<file path="src/verilog/sba_consts.svh">
`ifndef SBA_CONSTS_SVH
`define SBA_CONSTS_SVH

// ==========================================================
// register byte addresses
`define SBA_ADDR_BAND_LOW      7'h20
`define SBA_ADDR_BAND_HIGH     7'h22
`define SBA_ADDR_X_WARN        7'h24
`define SBA_ADDR_Y_WARN        7'h26
`define SBA_ADDR_X_FAULT       7'h28
`define SBA_ADDR_Y_FAULT       7'h2A
`define SBA_ADDR_POINTER       7'h2C
`define SBA_ADDR_SYS_THR       7'h2E
`define SBA_ADDR_CONFIG        7'h30
`define SBA_ADDR_DIAG          7'h34
`define SBA_ADDR_X_FLAGS       7'h38
`define SBA_ADDR_Y_FLAGS       7'h3A
`define SBA_ADDR_X_PEAK        7'h3C
`define SBA_ADDR_Y_PEAK        7'h3E
`define SBA_ADDR_X_FREQ        7'h44
`define SBA_ADDR_Y_FREQ        7'h46

// ==========================================================
// reset values
`define SBA_CONFIG_RESET       16'h0080
`define SBA_ZERO16             16'h0000

// ==========================================================
// field positions
`define SBA_CFG_DELAY_HI       11
`define SBA_CFG_DELAY_LO       8
`define SBA_CFG_LATCH          7
`define SBA_CFG_DOUT_EN        6
`define SBA_CFG_SYS_BELOW      5
`define SBA_CFG_SYS_TEMP       4
`define SBA_CFG_SYS_EN         3
`define SBA_CFG_Y_EN           1
`define SBA_CFG_X_EN           0
`define SBA_CFG_USED_MASK      16'h0FFB
`define SBA_PTR_RATE_HI        9
`define SBA_PTR_RATE_LO        8
`define SBA_PTR_BAND_HI        2
`define SBA_PTR_BAND_LO        0
`define SBA_DIAG_SYS_BIT       8

// ==========================================================
// sizes
`define SBA_NUM_BANDS          6
`define SBA_NUM_RATES          4
`define SBA_NUM_LIMITS         24
`define SBA_CNT_MAX            4'hF

`endif

</file>
<file path="src/verilog/sba_dummy_never.sv">
`default_nettype none
`default_nettype wire

</file>
<file path="src/verilog/sba_pkg.sv">
`default_nettype none

// ==========================================================
// shared types
package sba_pkg;
  // gray sequence along idle, scan, done
  typedef enum logic [1:0] {
    SBA_IDLE = 2'b00,
    SBA_SCAN = 2'b01,
    SBA_DONE = 2'b11
  } sba_state_t;

  typedef logic [7:0] sba_bin_t;
endpackage : sba_pkg

`default_nettype wire
</file>
<file path="src/verilog/sba_alarm_top.sv">
// Summary of operation
// six bands, limits, warning/fault per axis
// limits stored per band and rate
// pointer bits 2:0 pick band
// pointer bits 9:8 pick rate option
// host sets pointer before limits
// lower limit bin in low byte
// upper limit bin in low byte
// config resets to 0x0080
// response delay counts records before flag
// bit 7 latches diagnostic flags
// bit 6 drives alarm output pins
// bit 5 selects below/above comparison
// bit 4 selects temperature or supply
// bit 3 enables system alarm
// bits 1:0 enable Y and X
// host keeps fault above warning
// status pairs per band, critical band
// clear before config, stale save ignored
// inclusive bin window against thresholds
// record rate limits, zero bands undefined
`include "sba_consts.svh"
`default_nettype none

module sba_alarm_top (
  input  wire logic        sys_clk,
  input  wire logic        reset,
  input  wire logic [6:0]  regAddr,
  input  wire logic        regWrEn,
  input  wire logic [15:0] regWrData,
  input  wire logic        regRdEn,
  output logic      [15:0] regRdData,
  output logic             regRdValid,
  input  wire logic        clearStatusCmd,
  input  wire logic        clearBandsCmd,
  input  wire logic        saveBandsCmd,
  output logic             bandSaveDone,
  output logic             bandSaveIgnored,
  input  wire logic        recStart,
  input  wire logic [1:0]  recRate,
  input  wire logic        binValid,
  input  wire logic [7:0]  binIndex,
  input  wire logic [15:0] binMagX,
  input  wire logic [15:0] binMagY,
  input  wire logic        recEnd,
  output logic             recordDone,
  input  wire logic        sysValid,
  input  wire logic [15:0] sysTemp,
  input  wire logic [15:0] sysSupply,
  input  wire logic [15:0] diagEvents,
  output logic             digital_out_one,
  output logic             digital_out_two
);

  // ==========================================================
  // declarations
  sba_pkg::sba_bin_t lowBin_reg [`SBA_NUM_LIMITS];
  sba_pkg::sba_bin_t lowBin_next [`SBA_NUM_LIMITS];
  sba_pkg::sba_bin_t highBin_reg [`SBA_NUM_LIMITS];
  sba_pkg::sba_bin_t highBin_next [`SBA_NUM_LIMITS];
  logic [15:0] xWarn_reg, xWarn_next, yWarn_reg, yWarn_next;
  logic [15:0] xFault_reg, xFault_next, yFault_reg, yFault_next;
  logic [15:0] sysThr_reg, sysThr_next, config_reg, config_next;
  logic [1:0]  ptrRate_reg, ptrRate_next;
  logic [2:0]  ptrBand_reg, ptrBand_next;
  logic        cleared_reg, cleared_next, stale_reg, stale_next;
  logic        saveDone_reg, saveDone_next, saveIgn_reg, saveIgn_next;
  logic [15:0] rdData_reg, rdData_next;
  logic        rdValid_reg, rdValid_next;
  logic [15:0] diag_reg, diag_next;
  logic        sysAlarm_reg, sysAlarm_next;
  logic [1:0]  recRate_reg, recRate_next;
  sba_pkg::sba_state_t state_reg, state_next;
  logic        ptrValid, wrLow, wrHigh;
  logic [4:0]  ptrIdx;
  logic [47:0] recLows, recHighs;
  logic [15:0] xStatus, yStatus, xPeak, yPeak;
  logic [7:0]  xPeakBin, yPeakBin;
  logic        evStart, evBin, evEnd;
  logic [15:0] sysValue;

  // flat slot of a band/rate pair; band is 1..6
  function automatic logic [4:0] limitIdx(input logic [1:0] rate, input logic [2:0] band);
    limitIdx = 5'(rate) * 5'd6 + 5'(band) - 5'd1;
  endfunction

  // ==========================================================
  // pointer decode
  // band field selects slot
  // rate field selects slot
  assign ptrValid = (ptrBand_reg >= 3'd1) && (ptrBand_reg <= 3'd6);
  assign ptrIdx = limitIdx(ptrRate_reg, ptrBand_reg);
  // limits go where the pointer already sits
  assign wrLow = regWrEn && (regAddr == `SBA_ADDR_BAND_LOW) && ptrValid;
  assign wrHigh = regWrEn && (regAddr == `SBA_ADDR_BAND_HIGH) && ptrValid;

  // ==========================================================
  // configuration registers
  always_comb begin
    xWarn_next = xWarn_reg;
    yWarn_next = yWarn_reg;
    xFault_next = xFault_reg;
    yFault_next = yFault_reg;
    sysThr_next = sysThr_reg;
    config_next = config_reg;
    ptrRate_next = ptrRate_reg;
    ptrBand_next = ptrBand_reg;
    if (regWrEn) begin
      // per-axis warning and fault levels
      if (regAddr == `SBA_ADDR_X_WARN) begin
        xWarn_next = regWrData;
      end else if (regAddr == `SBA_ADDR_Y_WARN) begin
        yWarn_next = regWrData;
      end else if (regAddr == `SBA_ADDR_X_FAULT) begin
        xFault_next = regWrData;
      end else if (regAddr == `SBA_ADDR_Y_FAULT) begin
        yFault_next = regWrData;
      end else if (regAddr == `SBA_ADDR_POINTER) begin
        ptrRate_next = regWrData[`SBA_PTR_RATE_HI:`SBA_PTR_RATE_LO];
        ptrBand_next = regWrData[`SBA_PTR_BAND_HI:`SBA_PTR_BAND_LO];
      end else if (regAddr == `SBA_ADDR_SYS_THR) begin
        sysThr_next = regWrData;
      end else if (regAddr == `SBA_ADDR_CONFIG) begin
        // unused bits held at zero
        config_next = regWrData & `SBA_CFG_USED_MASK;
      end
    end
  end

  always_ff @(posedge sys_clk) begin
    if (reset) begin
      xWarn_reg <= `SBA_ZERO16;
      yWarn_reg <= `SBA_ZERO16;
      xFault_reg <= `SBA_ZERO16;
      yFault_reg <= `SBA_ZERO16;
      sysThr_reg <= `SBA_ZERO16;
      // latching on, alarms off
      config_reg <= `SBA_CONFIG_RESET;
      ptrRate_reg <= 2'h0;
      ptrBand_reg <= 3'h0;
    end else begin
      xWarn_reg <= xWarn_next;
      yWarn_reg <= yWarn_next;
      xFault_reg <= xFault_next;
      yFault_reg <= yFault_next;
      sysThr_reg <= sysThr_next;
      config_reg <= config_next;
      ptrRate_reg <= ptrRate_next;
      ptrBand_reg <= ptrBand_next;
    end
  end

  // ==========================================================
  // band limit store with clear and save
  always_comb begin
    lowBin_next = lowBin_reg;
    highBin_next = highBin_reg;
    cleared_next = cleared_reg;
    stale_next = stale_reg;
    saveDone_next = 1'b0;
    saveIgn_next = 1'b0;
    // clear wipes every band definition
    if (clearBandsCmd) begin
      for (int i = 0; i < `SBA_NUM_LIMITS; i++) begin
        lowBin_next[i] = 8'h00;
        highBin_next[i] = 8'h00;
      end
      cleared_next = 1'b1;
      stale_next = 1'b0;
    end else if (saveBandsCmd) begin
      // save refused over uncleared writes
      saveIgn_next = stale_reg;
      saveDone_next = !stale_reg;
      cleared_next = stale_reg ? cleared_reg : 1'b0;
    end
    // a write in the clear cycle lands after the wipe
    if (wrLow || wrHigh) begin
      stale_next = stale_next || !cleared_next;
    end
    // low byte per band and rate
    if (wrLow) lowBin_next[ptrIdx] = regWrData[7:0];
    // upper limit in low byte
    if (wrHigh) highBin_next[ptrIdx] = regWrData[7:0];
  end

  always_ff @(posedge sys_clk) begin
    if (reset) begin
      for (int i = 0; i < `SBA_NUM_LIMITS; i++) begin
        lowBin_reg[i] <= 8'h00;
        highBin_reg[i] <= 8'h00;
      end
      cleared_reg <= 1'b1;
      stale_reg <= 1'b0;
      saveDone_reg <= 1'b0;
      saveIgn_reg <= 1'b0;
    end else begin
      lowBin_reg <= lowBin_next;
      highBin_reg <= highBin_next;
      cleared_reg <= cleared_next;
      stale_reg <= stale_next;
      saveDone_reg <= saveDone_next;
      saveIgn_reg <= saveIgn_next;
    end
  end

  // ==========================================================
  // record sequencing
  always_comb begin
    state_next = state_reg;
    recRate_next = recRate_reg;
    case (state_reg)
      sba_pkg::SBA_IDLE: begin
        if (recStart) begin
          state_next = sba_pkg::SBA_SCAN;
          recRate_next = recRate;
        end
      end
      sba_pkg::SBA_SCAN: begin
        if (recEnd) state_next = sba_pkg::SBA_DONE;
      end
      default: begin
        state_next = sba_pkg::SBA_IDLE;
      end
    endcase
  end

  always_ff @(posedge sys_clk) begin
    if (reset) begin
      state_reg <= sba_pkg::SBA_IDLE;
      recRate_reg <= 2'h0;
    end else begin
      state_reg <= state_next;
      recRate_reg <= recRate_next;
    end
  end

  assign evStart = recStart && (state_reg == sba_pkg::SBA_IDLE);
  assign evBin = binValid && (state_reg == sba_pkg::SBA_SCAN);
  assign evEnd = recEnd && !binValid && (state_reg == sba_pkg::SBA_SCAN);
  assign recordDone = (state_reg == sba_pkg::SBA_DONE);

  // limits of the record's own rate
  genvar g;
  generate
    for (g = 0; g < `SBA_NUM_BANDS; g++) begin : gLim
      assign recLows[g*8 +: 8] = lowBin_reg[limitIdx(recRate_reg, 3'(g + 1))];
      assign recHighs[g*8 +: 8] = highBin_reg[limitIdx(recRate_reg, 3'(g + 1))];
    end
  endgenerate

  // ==========================================================
  // per-axis evaluation
  // axis enables
  sba_axis_eval uXEval (
    .sys_clk    (sys_clk),
    .reset      (reset),
    .enable     (config_reg[`SBA_CFG_X_EN]),
    .recStart   (evStart),
    .binValid   (evBin),
    .binIndex   (binIndex),
    .binMag     (binMagX),
    .recEnd     (evEnd),
    .lowBins    (recLows),
    .highBins   (recHighs),
    .warnThr    (xWarn_reg),
    .faultThr   (xFault_reg),
    .respDelay  (config_reg[`SBA_CFG_DELAY_HI:`SBA_CFG_DELAY_LO]),
    .bandStatus (xStatus),
    .peakMag    (xPeak),
    .peakBin    (xPeakBin)
  );

  sba_axis_eval uYEval (
    .sys_clk    (sys_clk),
    .reset      (reset),
    .enable     (config_reg[`SBA_CFG_Y_EN]),
    .recStart   (evStart),
    .binValid   (evBin),
    .binIndex   (binIndex),
    .binMag     (binMagY),
    .recEnd     (evEnd),
    .lowBins    (recLows),
    .highBins   (recHighs),
    .warnThr    (yWarn_reg),
    .faultThr   (yFault_reg),
    .respDelay  (config_reg[`SBA_CFG_DELAY_HI:`SBA_CFG_DELAY_LO]),
    .bandStatus (yStatus),
    .peakMag    (yPeak),
    .peakBin    (yPeakBin)
  );

  // ==========================================================
  // system alarm and diagnostic flags
  // monitored quantity
  assign sysValue = config_reg[`SBA_CFG_SYS_TEMP] ? sysTemp : sysSupply;

  always_comb begin
    logic [15:0] ev;
    ev = diagEvents;
    sysAlarm_next = sysAlarm_reg;
    // disabled compare never alarms
    if (!config_reg[`SBA_CFG_SYS_EN]) begin
      sysAlarm_next = 1'b0;
    end else if (sysValid) begin
      // comparison polarity
      sysAlarm_next = config_reg[`SBA_CFG_SYS_BELOW] ? (sysValue < sysThr_reg)
                                                     : (sysValue > sysThr_reg);
    end
    ev[`SBA_DIAG_SYS_BIT] = ev[`SBA_DIAG_SYS_BIT] | sysAlarm_reg;
    // latch until clear, new events win
    if (config_reg[`SBA_CFG_LATCH]) begin
      diag_next = (clearStatusCmd ? `SBA_ZERO16 : diag_reg) | ev;
    end else begin
      diag_next = ev;
    end
  end

  always_ff @(posedge sys_clk) begin
    if (reset) begin
      sysAlarm_reg <= 1'b0;
      diag_reg <= `SBA_ZERO16;
    end else begin
      sysAlarm_reg <= sysAlarm_next;
      diag_reg <= diag_next;
    end
  end

  // ==========================================================
  // register read port
  always_comb begin
    rdData_next = rdData_reg;
    rdValid_next = regRdEn;
    if (regRdEn) begin
      if (regAddr == `SBA_ADDR_BAND_LOW) begin
        rdData_next = ptrValid ? {8'h00, lowBin_reg[ptrIdx]} : `SBA_ZERO16;
      end else if (regAddr == `SBA_ADDR_BAND_HIGH) begin
        rdData_next = ptrValid ? {8'h00, highBin_reg[ptrIdx]} : `SBA_ZERO16;
      end else if (regAddr == `SBA_ADDR_X_WARN) begin
        rdData_next = xWarn_reg;
      end else if (regAddr == `SBA_ADDR_Y_WARN) begin
        rdData_next = yWarn_reg;
      end else if (regAddr == `SBA_ADDR_X_FAULT) begin
        rdData_next = xFault_reg;
      end else if (regAddr == `SBA_ADDR_Y_FAULT) begin
        rdData_next = yFault_reg;
      end else if (regAddr == `SBA_ADDR_POINTER) begin
        rdData_next = {6'h00, ptrRate_reg, 5'h00, ptrBand_reg};
      end else if (regAddr == `SBA_ADDR_SYS_THR) begin
        rdData_next = sysThr_reg;
      end else if (regAddr == `SBA_ADDR_CONFIG) begin
        rdData_next = config_reg;
      end else if (regAddr == `SBA_ADDR_DIAG) begin
        rdData_next = diag_reg;
      end else if (regAddr == `SBA_ADDR_X_FLAGS) begin
        rdData_next = xStatus;
      end else if (regAddr == `SBA_ADDR_Y_FLAGS) begin
        rdData_next = yStatus;
      end else if (regAddr == `SBA_ADDR_X_PEAK) begin
        rdData_next = xPeak;
      end else if (regAddr == `SBA_ADDR_Y_PEAK) begin
        rdData_next = yPeak;
      end else if (regAddr == `SBA_ADDR_X_FREQ) begin
        rdData_next = {8'h00, xPeakBin};
      end else if (regAddr == `SBA_ADDR_Y_FREQ) begin
        rdData_next = {8'h00, yPeakBin};
      end else begin
        rdData_next = `SBA_ZERO16;
      end
    end
  end

  always_ff @(posedge sys_clk) begin
    if (reset) begin
      rdData_reg <= `SBA_ZERO16;
      rdValid_reg <= 1'b0;
    end else begin
      rdData_reg <= rdData_next;
      rdValid_reg <= rdValid_next;
    end
  end

  assign regRdData = rdData_reg;
  assign regRdValid = rdValid_reg;
  assign bandSaveDone = saveDone_reg;
  assign bandSaveIgnored = saveIgn_reg;

  // ==========================================================
  // alarm indicator pins
  // warning on pin one, fault on pin two
  assign digital_out_one = config_reg[`SBA_CFG_DOUT_EN] && (|{xStatus[14], xStatus[12],
    xStatus[10], xStatus[8], xStatus[6], xStatus[4], yStatus[14], yStatus[12],
    yStatus[10], yStatus[8], yStatus[6], yStatus[4]});
  assign digital_out_two = config_reg[`SBA_CFG_DOUT_EN] && (|{xStatus[15], xStatus[13],
    xStatus[11], xStatus[9], xStatus[7], xStatus[5], yStatus[15], yStatus[13],
    yStatus[11], yStatus[9], yStatus[7], yStatus[5]});

endmodule : sba_alarm_top

`default_nettype wire

</file>
<file path="src/verilog/sba_axis_eval.sv">
`include "sba_consts.svh"
`default_nettype none

module sba_axis_eval (
  input  wire logic        sys_clk,
  input  wire logic        reset,
  input  wire logic        enable,
  input  wire logic        recStart,
  input  wire logic        binValid,
  input  wire logic [7:0]  binIndex,
  input  wire logic [15:0] binMag,
  input  wire logic        recEnd,
  input  wire logic [47:0] lowBins,
  input  wire logic [47:0] highBins,
  input  wire logic [15:0] warnThr,
  input  wire logic [15:0] faultThr,
  input  wire logic [3:0]  respDelay,
  output logic      [15:0] bandStatus,
  output logic      [15:0] peakMag,
  output logic      [7:0]  peakBin
);

  // ==========================================================
  // bin window match
  logic [5:0]  inBand;
  logic [5:0]  warnHit_reg, warnHit_next, faultHit_reg, faultHit_next;
  logic [3:0]  warnCnt_reg [6];
  logic [3:0]  warnCnt_next [6];
  logic [3:0]  faultCnt_reg [6];
  logic [3:0]  faultCnt_next [6];
  logic [15:0] status_reg, status_next, peakMag_reg, peakMag_next;
  logic [7:0]  peakBin_reg, peakBin_next;

  genvar g;
  generate
    for (g = 0; g < `SBA_NUM_BANDS; g++) begin : gBand
      sba_pkg::sba_bin_t lo, hi;
      assign lo = lowBins[g*8 +: 8];
      assign hi = highBins[g*8 +: 8];
      // both-zero band is undefined
      // inclusive bin window
      assign inBand[g] = ((lo != 8'h00) || (hi != 8'h00)) && (binIndex >= lo)
                         && (binIndex <= hi);
    end
  endgenerate

  function automatic logic [3:0] satInc(input logic [3:0] c);
    satInc = (c == `SBA_CNT_MAX) ? c : 4'(c + 4'h1);
  endfunction

  // ==========================================================
  // record accumulation and flag update
  always_comb begin
    logic [2:0] critW, critF;
    logic [11:0] fl;
    critW = 3'h0;
    critF = 3'h0;
    fl = 12'h000;
    warnHit_next = warnHit_reg;
    faultHit_next = faultHit_reg;
    peakMag_next = peakMag_reg;
    peakBin_next = peakBin_reg;
    status_next = status_reg;
    warnCnt_next = warnCnt_reg;
    faultCnt_next = faultCnt_reg;
    if (recStart) begin
      warnHit_next = 6'h00;
      faultHit_next = 6'h00;
      peakMag_next = `SBA_ZERO16;
      peakBin_next = 8'h00;
    end else if (binValid) begin
      // both thresholds per bin
      if (binMag > warnThr) warnHit_next = warnHit_reg | inBand;
      if (binMag > faultThr) faultHit_next = faultHit_reg | inBand;
      if (binMag > peakMag_reg) begin
        peakMag_next = binMag;
        peakBin_next = binIndex;
      end
    end else if (recEnd) begin
      for (int b = 0; b < `SBA_NUM_BANDS; b++) begin
        // consecutive records before flag
        warnCnt_next[b] = (enable && warnHit_reg[b]) ? satInc(warnCnt_reg[b]) : 4'h0;
        faultCnt_next[b] = (enable && faultHit_reg[b]) ? satInc(faultCnt_reg[b]) : 4'h0;
        // disabled axis stays quiet
        fl[2*b] = enable && warnHit_reg[b] && (warnCnt_next[b] >= respDelay);
        fl[2*b+1] = enable && faultHit_reg[b] && (faultCnt_next[b] >= respDelay);
      end
      for (int b = `SBA_NUM_BANDS - 1; b >= 0; b--) begin
        if (fl[2*b]) critW = 3'(b + 1);
        if (fl[2*b+1]) critF = 3'(b + 1);
      end
      // pair layout and critical band
      status_next = {fl, 1'b0, (critF != 3'h0) ? critF : critW};
    end
  end

  always_ff @(posedge sys_clk) begin
    if (reset) begin
      warnHit_reg <= 6'h00;
      faultHit_reg <= 6'h00;
      peakMag_reg <= `SBA_ZERO16;
      peakBin_reg <= 8'h00;
      status_reg <= `SBA_ZERO16;
      for (int b = 0; b < `SBA_NUM_BANDS; b++) begin
        warnCnt_reg[b] <= 4'h0;
        faultCnt_reg[b] <= 4'h0;
      end
    end else begin
      warnHit_reg <= warnHit_next;
      faultHit_reg <= faultHit_next;
      peakMag_reg <= peakMag_next;
      peakBin_reg <= peakBin_next;
      status_reg <= status_next;
      warnCnt_reg <= warnCnt_next;
      faultCnt_reg <= faultCnt_next;
    end
  end

  assign bandStatus = status_reg;
  assign peakMag = peakMag_reg;
  assign peakBin = peakBin_reg;

endmodule : sba_axis_eval

`default_nettype wire

</file>
<file path="config.mk">
export PLATFORM = sky130hd
export DESIGN_NAME = sba_alarm_top
export DESIGN_NICKNAME = d
export VERILOG_FILES = /design/src/verilog/sba_dummy_never.sv /design/src/verilog/sba_pkg.sv /design/src/verilog/sba_alarm_top.sv /design/src/verilog/sba_axis_eval.sv
export VERILOG_INCLUDE_DIRS = /design/src /design/src/verilog
export SDC_FILE = /design/constraint.sdc
export NUM_CORES = 2
export LEC_CHECK = 0
export CORE_MARGIN = 10
export CORE_UTILIZATION = 35
export DETAILED_ROUTE_END_ITERATION = 10
export DONT_BUFFER_PORTS = 1
export HOLD_SLACK_MARGIN = 0.1
export PLACE_DENSITY = 0.49
export SLEW_MARGIN = 20
export SYNTH_ARGS = -nofsm -noshare
export SYNTH_HDL_FRONTEND = slang
export SYNTH_HIERARCHICAL = 1
export SYNTH_SLANG_ARGS = --single-unit
</file>
<file path="constraint.sdc">
create_clock -name sys_clk -period 8.55 [get_ports sys_clk]
set_clock_uncertainty 0.1 [all_clocks]
set_input_delay 0.4275 -clock sys_clk [delete_from_list [all_inputs] [get_ports sys_clk]]
set_output_delay 0.4275 -clock sys_clk [all_outputs]
set_load 0.01 [all_outputs]
</file>
After elaboration in Yosys (flattened, before gate mapping)
Cells that the tools add are included.
- add/sub/neg operators: 38
- multiply operators: 2
- divide/modulo/power cells: 0
- order comparisons: 54
- equal/unequal tests: 44
- shifts and indexed selects: 0
- muxes and demuxes: 160
- bitwise operators: 23
- reductions and logical operators: 119
- operators by type and width (kind ; count):
    2-to-1 mux 192 bit ; 4
    binary-select mux 8 bit (select 5 bit) ; 14
    bitwise mux 192 bit ; 2
    2-to-1 mux 16 bit ; 17
    2-to-1 mux 8 bit ; 33
    2-to-1 mux 4 bit ; 48
    greater-than comparator 16 bit ; 7
    equality test 7 x 6 -> 1 bit (second input constant) ; 14
    adder 4 x 1 -> 4 bit (second input constant) ; 24
    equality test 4 bit (second input constant) ; 24
    >= comparator 4 bit ; 24
    2-to-1 mux 3 bit ; 32
    nonzero test 8 bit ; 12
    logical AND 1 bit ; 72
    >= comparator 8 bit ; 6
    <= comparator 8 bit ; 6
    >= comparator 6 bit (second input constant) ; 7
    NOT 5 -> 6 bit ; 7
    demux 8 bit (select 5 bit) ; 1
    subtractor 5 x 1 -> 5 bit (second input constant) ; 7
    OR 6 bit ; 4
    OR reduction 12 bit ; 2
    AND reduction 2 bit ; 9
    < comparator 16 bit ; 1
    other kinds (30) ; 63
- flip-flop bits (word level): 720
- bits in latches: 0
- memory bits (writable): 0
- memory bits (read-only): 0
- output and inout port bits: 22
- memories: 0

Longest topological paths before layout
- depth in word-level cells: 17
- mapped depth: 20
- mapped depth without buffers: 14

Hierarchy
Netlist, hierarchy kept.
- modules (own cells, without submodules) (module ; times used ; cells an instance ; area an instance (µm²) ; sequential area each (µm²)):
    sba_alarm_top ; 1 ; 3293 ; 31320.0 ; 10450.0
    sba_axis_eval (uXEval) ; 1 ; 1261 ; 9524.1 ; 1981.9
    sba_axis_eval (uYEval) ; 1 ; 1255 ; 9247.6 ; 1981.9

Worst setup path after synthesis
No wires, ideal clock.
- kind: register -> register
- start: reg recRate_reg[0]
- end: reg uXEval.warnHit_reg[5]
- arrival: 4782 ps
- data required time: 8390 ps
- setup slack: 3609 ps
- cell stages (with the launch flop): 21
- path buffers: 8
- cell sequence: dfxtp_1 clkbuf_1 buf_2 buf_1 clkbuf_1 inv_1 ha_1 buf_2 buf_2 buf_1 buf_1 mux2i_1 o21ai_0 inv_1 ha_1 and3_1 a31oi_1 o2111a_1 a211oi_1 nor4bb_1 a22o_1
- longest elaborated chain between the ends: 12
- elaborated cells between the ends (all ways): 18
- classes of those cells: add/sub: 2; mul: 1; order compare: 2; mux: 6; bitwise: 2; reduce/logical: 5
- ends and longest elaborated chain (element ; line ; source):
    start, declared ; sba_alarm_top.sv:72 ; logic [1:0] recRate_reg, recRate_next;
    start signal, assigned ; sba_alarm_top.sv:233 ; recRate_reg <= recRate_next;
    multiplier 2 x 2 -> 4 bit * ; sba_alarm_top.sv:84 ; limitIdx = 5'(rate) * 5'd6 + 5'(band) - 5'd1;
    adder 5 x 3 -> 5 bit * ; sba_alarm_top.sv:84 ;
    subtractor 5 x 1 -> 5 bit * ; sba_alarm_top.sv:84 ;
    NOT 5 -> 6 bit (not written as such) * ; sba_alarm_top.sv:247 ; assign recHighs[g*8 +: 8] = highBin_reg[limitIdx(recRate_reg, 3'(g + 1))];
    binary-select mux 8 bit (select 5 bit) * ; sba_alarm_top.sv:247 ;
    2-to-1 mux 8 bit (not written as such) * (2 in series) ; sba_alarm_top.sv:247 ;
    named net recHighs[46] ; sba_alarm_top.sv:76 ; logic [47:0] recLows, recHighs;
    branches (longest 3 deep; another with <= comparator 8 bit) ; n/a ;
    logical AND 1 bit * ; sba_axis_eval.sv:43 ; && (binIndex <= hi);
    OR 6 bit * ; sba_axis_eval.sv:73 ; if (binMag > warnThr) warnHit_next = warnHit_reg | inBand;
    end signal, assigned ; sba_axis_eval.sv:109 ; warnHit_reg <= warnHit_next;
    end, declared ; sba_axis_eval.sv:26 ; logic [5:0] warnHit_reg, warnHit_next, faultHit_reg, faultHit_next;
Mark *: on every way through the listed nets, which the timed path passes. The select of a mux whose other input is x is not followed.
A chain may end at the register's enable or synchronous reset.

Final worst setup path
- start: reg recRate_reg[0]
- end: reg uXEval.faultHit_reg[5]
- longest elaborated chain between the ends: 12
- elaborated cells between the ends (all ways): 18
- classes of those cells: add/sub: 2; mul: 1; order compare: 2; mux: 6; bitwise: 2; reduce/logical: 5
- ends and longest elaborated chain (element ; line ; source):
    multiplier 2 x 2 -> 4 bit * ; sba_alarm_top.sv:84 ;
    adder 5 x 3 -> 5 bit * ; sba_alarm_top.sv:84 ;
    subtractor 5 x 1 -> 5 bit * ; sba_alarm_top.sv:84 ;
    NOT 5 -> 6 bit (not written as such) * ; sba_alarm_top.sv:247 ;
    binary-select mux 8 bit (select 5 bit) * ; sba_alarm_top.sv:247 ;
    2-to-1 mux 8 bit (not written as such) * (2 in series) ; sba_alarm_top.sv:247 ;
    named net recHighs[46] ; sba_alarm_top.sv:76 ;
    branches (longest 3 deep; another with <= comparator 8 bit) ; n/a ;
    logical AND 1 bit * ; sba_axis_eval.sv:43 ;
    OR 6 bit * ; sba_axis_eval.sv:74 ; if (binMag > faultThr) faultHit_next = faultHit_reg | inBand;
    end signal, assigned ; sba_axis_eval.sv:110 ; faultHit_reg <= faultHit_next;
    end, declared ; sba_axis_eval.sv:26 ;
Marks and branches as above.

==> flow_metrics.tcl <==
set metrics [dict create \
    outcome "complete, no violations" \
    via_count 46717 \
    power.internal_mw 6.02 \
    power_frac_seq_pct 41.4 \
    power_density_nw_per_um2 146 \
    track_usage_pct 26.4 \
    ff2ff_setup_slack_ns 2.80 \
    rsz0062_at_grt "false" \
    ys.flop_type "dfxtp_1" \
    clockBufferDepth 3 \
    dieArea_um2 159000 \
    required_ns 9.09 \
    drive_above_1_share_pct 12.2 \
    final_nets 6256 \
    crit_fanout 124 \
    clkLatencyLatePin_ns 0.72 \
    utilization_pct 39.4 \
    r2r-start "recRate_reg[0]$_SDFFE_PP0P_" \
    cts_setup_buffers 0 \
    cts_tree "yes" \
    timing.rr.end "uXEval/faultHit_reg[5]$_SDFFE_PP0P_" \
    design.core.area_um2 142000 \
    synth_cells 5809 \
    fp.dieW_um 398 \
    ios 146 \
    drv_cap 0 \
    rows 138 \
    drt_pass1_iterations 7 \
    routed_wl_um 217000 \
    place_inst 7375 \
    numCtsBuffers 89 \
    yosys_warnings 6 \
    clkPwrFrac_pct 49.2 \
    ctsHoldBuffers 117 \
    stdcell_area_um2 56000 \
    post-route-min-period_ns 5.75 \
    synth_edf_count 0 \
    hold_slack_ns 0.102 \
    fmax_mhz 174 \
    clock_sinks 720 \
    yosysSeqAreaShare_pct 28.8 \
    io_buffers 0 \
    h-tree-depth 3 \
    grt_max_degree 301 \
    grt_first_pass_wirelength_um 312000 \
    arrival_ns 6.29 \
    antenna_found_initial 5 \
    slew_headroom_pct 8.99 \
    netlist-cell-type-count 97 \
    r2r_cells 14 \
    final_cells 7659 \
    tightest_slew_ns 1.37 \
    detail_route.wl_per_cell_um 28.4 \
    post_dp_cell_area_um2 51600 \
    crit_type "reg -> reg" \
    maxSlewViolCount 0 \
    drt_iter0_markers 5379 \
    setup-tns-final_ns 0 \
    setup-violations-final 0 \
    ys_ff_latch 720 \
    finalHoldViolations 0 \
    start_util_pct 35.3 \
    areaGrowthSynthToFinish_pct 11.8 \
    ctsResizeCount 0 \
    cts-root-buf "clkbuf_16" \
    viasPerCell 6.10 \
    ant_nets 0 \
    p_leak_nw 19.2 \
    cp-start-kind "flip-flop" \
    post-route-period-util_pct 67.2 \
    syn_avg_cell_area_um2 8.62 \
    die_h_um 398 \
    switching_share_pct 26.6 \
    hold_end "uXEval/faultCnt_reg[20]$_SDFFE_PP0P_" \
    syn_area_um2 50100 \
    synth_fp_nets 6370 \
    peakVddDrop_v 0.000163 \
    place.gp.congestion 0.976 \
    comb_power_share_pct 9.4 \
    path_clk_slew_ns 0.06 \
    p_switching_mw 2.18 \
    min_path_cells 2 \
    worstHoldStart "reset" \
    grt_remaining_overflow 0 \
    min_path_type "in -> reg" \
    grt_pass1_vias 42742 \
    hpwl_um 150000 \
    drc_errors 0 \
    async_flop_share_pct 0 \
    end_kind "flip-flop" \
]
==> critical path: stages (launching register included) <==
cell      delay [ns]
dfxtp_4         0.63
buf_12          0.65
ha_4            0.87
buf_4           0.47
mux4_2          0.29
mux2i_1         0.07
o21ai_0         0.76
inv_1           0.12
ha_1            0.34
and3_1          0.15
a31oi_1         0.13
o2111a_1        0.20
a211oi_1        0.05
nor4bb_1        0.59
a22o_1          0.22
==> power groups by stage <==
stage	registers [mW]	logic, mW	clock network, mW
2_1_floorplan	3.45	0.492	0
3_3_place_gp	3.47	0.620	0
3_5_place_dp	3.47	0.623	0
4_1_cts	3.40	0.753	4.09
5_1_grt	3.40	0.820	4.23
6_report	3.40	0.770	4.03
==> metrics by stage <==
| step | setup slack (ns) | power, mW |
|---|---|---|
| floorplan | 3.61 | 3.94 |
| global placement | 2.98 | 4.09 |
| detailed placement | 2.89 | 4.09 |
| CTS | 2.86 | 8.24 |
| global route | 2.57 | 8.45 |
| finish | 2.80 | 8.20 |
==> layer usage <==
metal | part of all wire [%] | global-route usage, % | wire (um)
met5 | 0 | 0 | 0
met3 | 8.4 | 5.46 | 18300
met4 | 4.8 | 10.6 | 10400
met2 | 44 | 41.2 | 96300
met1 | 42 | 35.5 | 92200
==> cells in the final DEF (no fill, tap or decap), types with 17 or more instances in the layout <==
cell type      count
o21ai_1           59
mux2i_1          173
nor2b_1           37
clkinv_2          17
nor3_1            66
a211oi_1          53
nand2_1          701
a21o_1            26
mux2_2            24
o21ai_0          564
a21oi_1          403
nand3_1          514
clkbuf_16         89
inv_1            327
nand2b_1          29
nand4_1           58
nor4_1            62
nor2_1           324
nand4_4           21
o31ai_1           43
buf_4             85
o22ai_1           35
nand3b_1          30
mux4_2           320
dfxtp_1          718
xor2_1            24
dlygate4sd3_1    108
ha_1             431
nand3_2           17
clkbuf_8          19
a31oi_1           37
==> cells by family after synthesis <==
group                      count (synthesis)  share of synthesized area (%)
other                                      2                         0.0150
xor gates and xnor gates                  27                          0.487
AOI/OAI and AO/OA                       1406                           16.3
and+or+nand+nor                         1961                           19.1
DFF                                      720                           28.8
adders and majority gates                437                           10.9
muxes                                    517                           18.4
buffers and inverters                    739                           6.00
==> worst max path at each step <==
stage | start | endpoint | slack [ns] | cells past startpoint
4_1_cts | recRate_reg[0]$_SDFFE_PP0P_ | uXEval/faultHit_reg[5]$_SDFFE_PP0P_ | 2.86 | 14
3_5_place_dp | recRate_reg[0]$_SDFFE_PP0P_ | uXEval/faultHit_reg[5]$_SDFFE_PP0P_ | 2.89 | 14
2_1_floorplan | recRate_reg[0]$_SDFFE_PP0P_ | uXEval/warnHit_reg[5]$_SDFFE_PP0P_ | 3.61 | 20
5_1_grt | recRate_reg[0]$_SDFFE_PP0P_ | uXEval/warnHit_reg[5]$_SDFFE_PP0P_ | 2.57 | 14
6_report | recRate_reg[0]$_SDFFE_PP0P_ | uXEval/faultHit_reg[5]$_SDFFE_PP0P_ | 2.80 | 14
3_3_place_gp | recRate_reg[0]$_SDFFE_PP0P_ | uXEval/warnHit_reg[4]$_SDFFE_PP0P_ | 2.98 | 14
==> synthesized netlist by cell type (all sizes together), types with 30 or more instances <==
master    n  area, um2
a211oi   53        398
a21oi   404       2030
a31oi    38        244
buf     172        876
clkbuf  239        897
dfxtp   720      14400
ha      435       5440
inv     327       1230
mux2i   173       1730
mux4    320       7210
nand2   710       2680
nand3   531       2740
nand3b   30        225
nand4    80        822
nor2    332       1300
nor2b    40        250
nor3     71        389
nor4     63        409
o21ai   628       3160
o22ai    36        231
o31ai    50        410
==> final cells by class <==
type                    count  area (um2)
fillers                 14295       85900
multi-input cells        4350       32900
flip-flops and latches    720       14400
clock buffers             120        2530
well taps                1890        2360
repair buffers            206        2000
inverters                 328        1230
clock inverters            40         537
diodes                      5        12.5
Power figures use the tool's default switching activity.
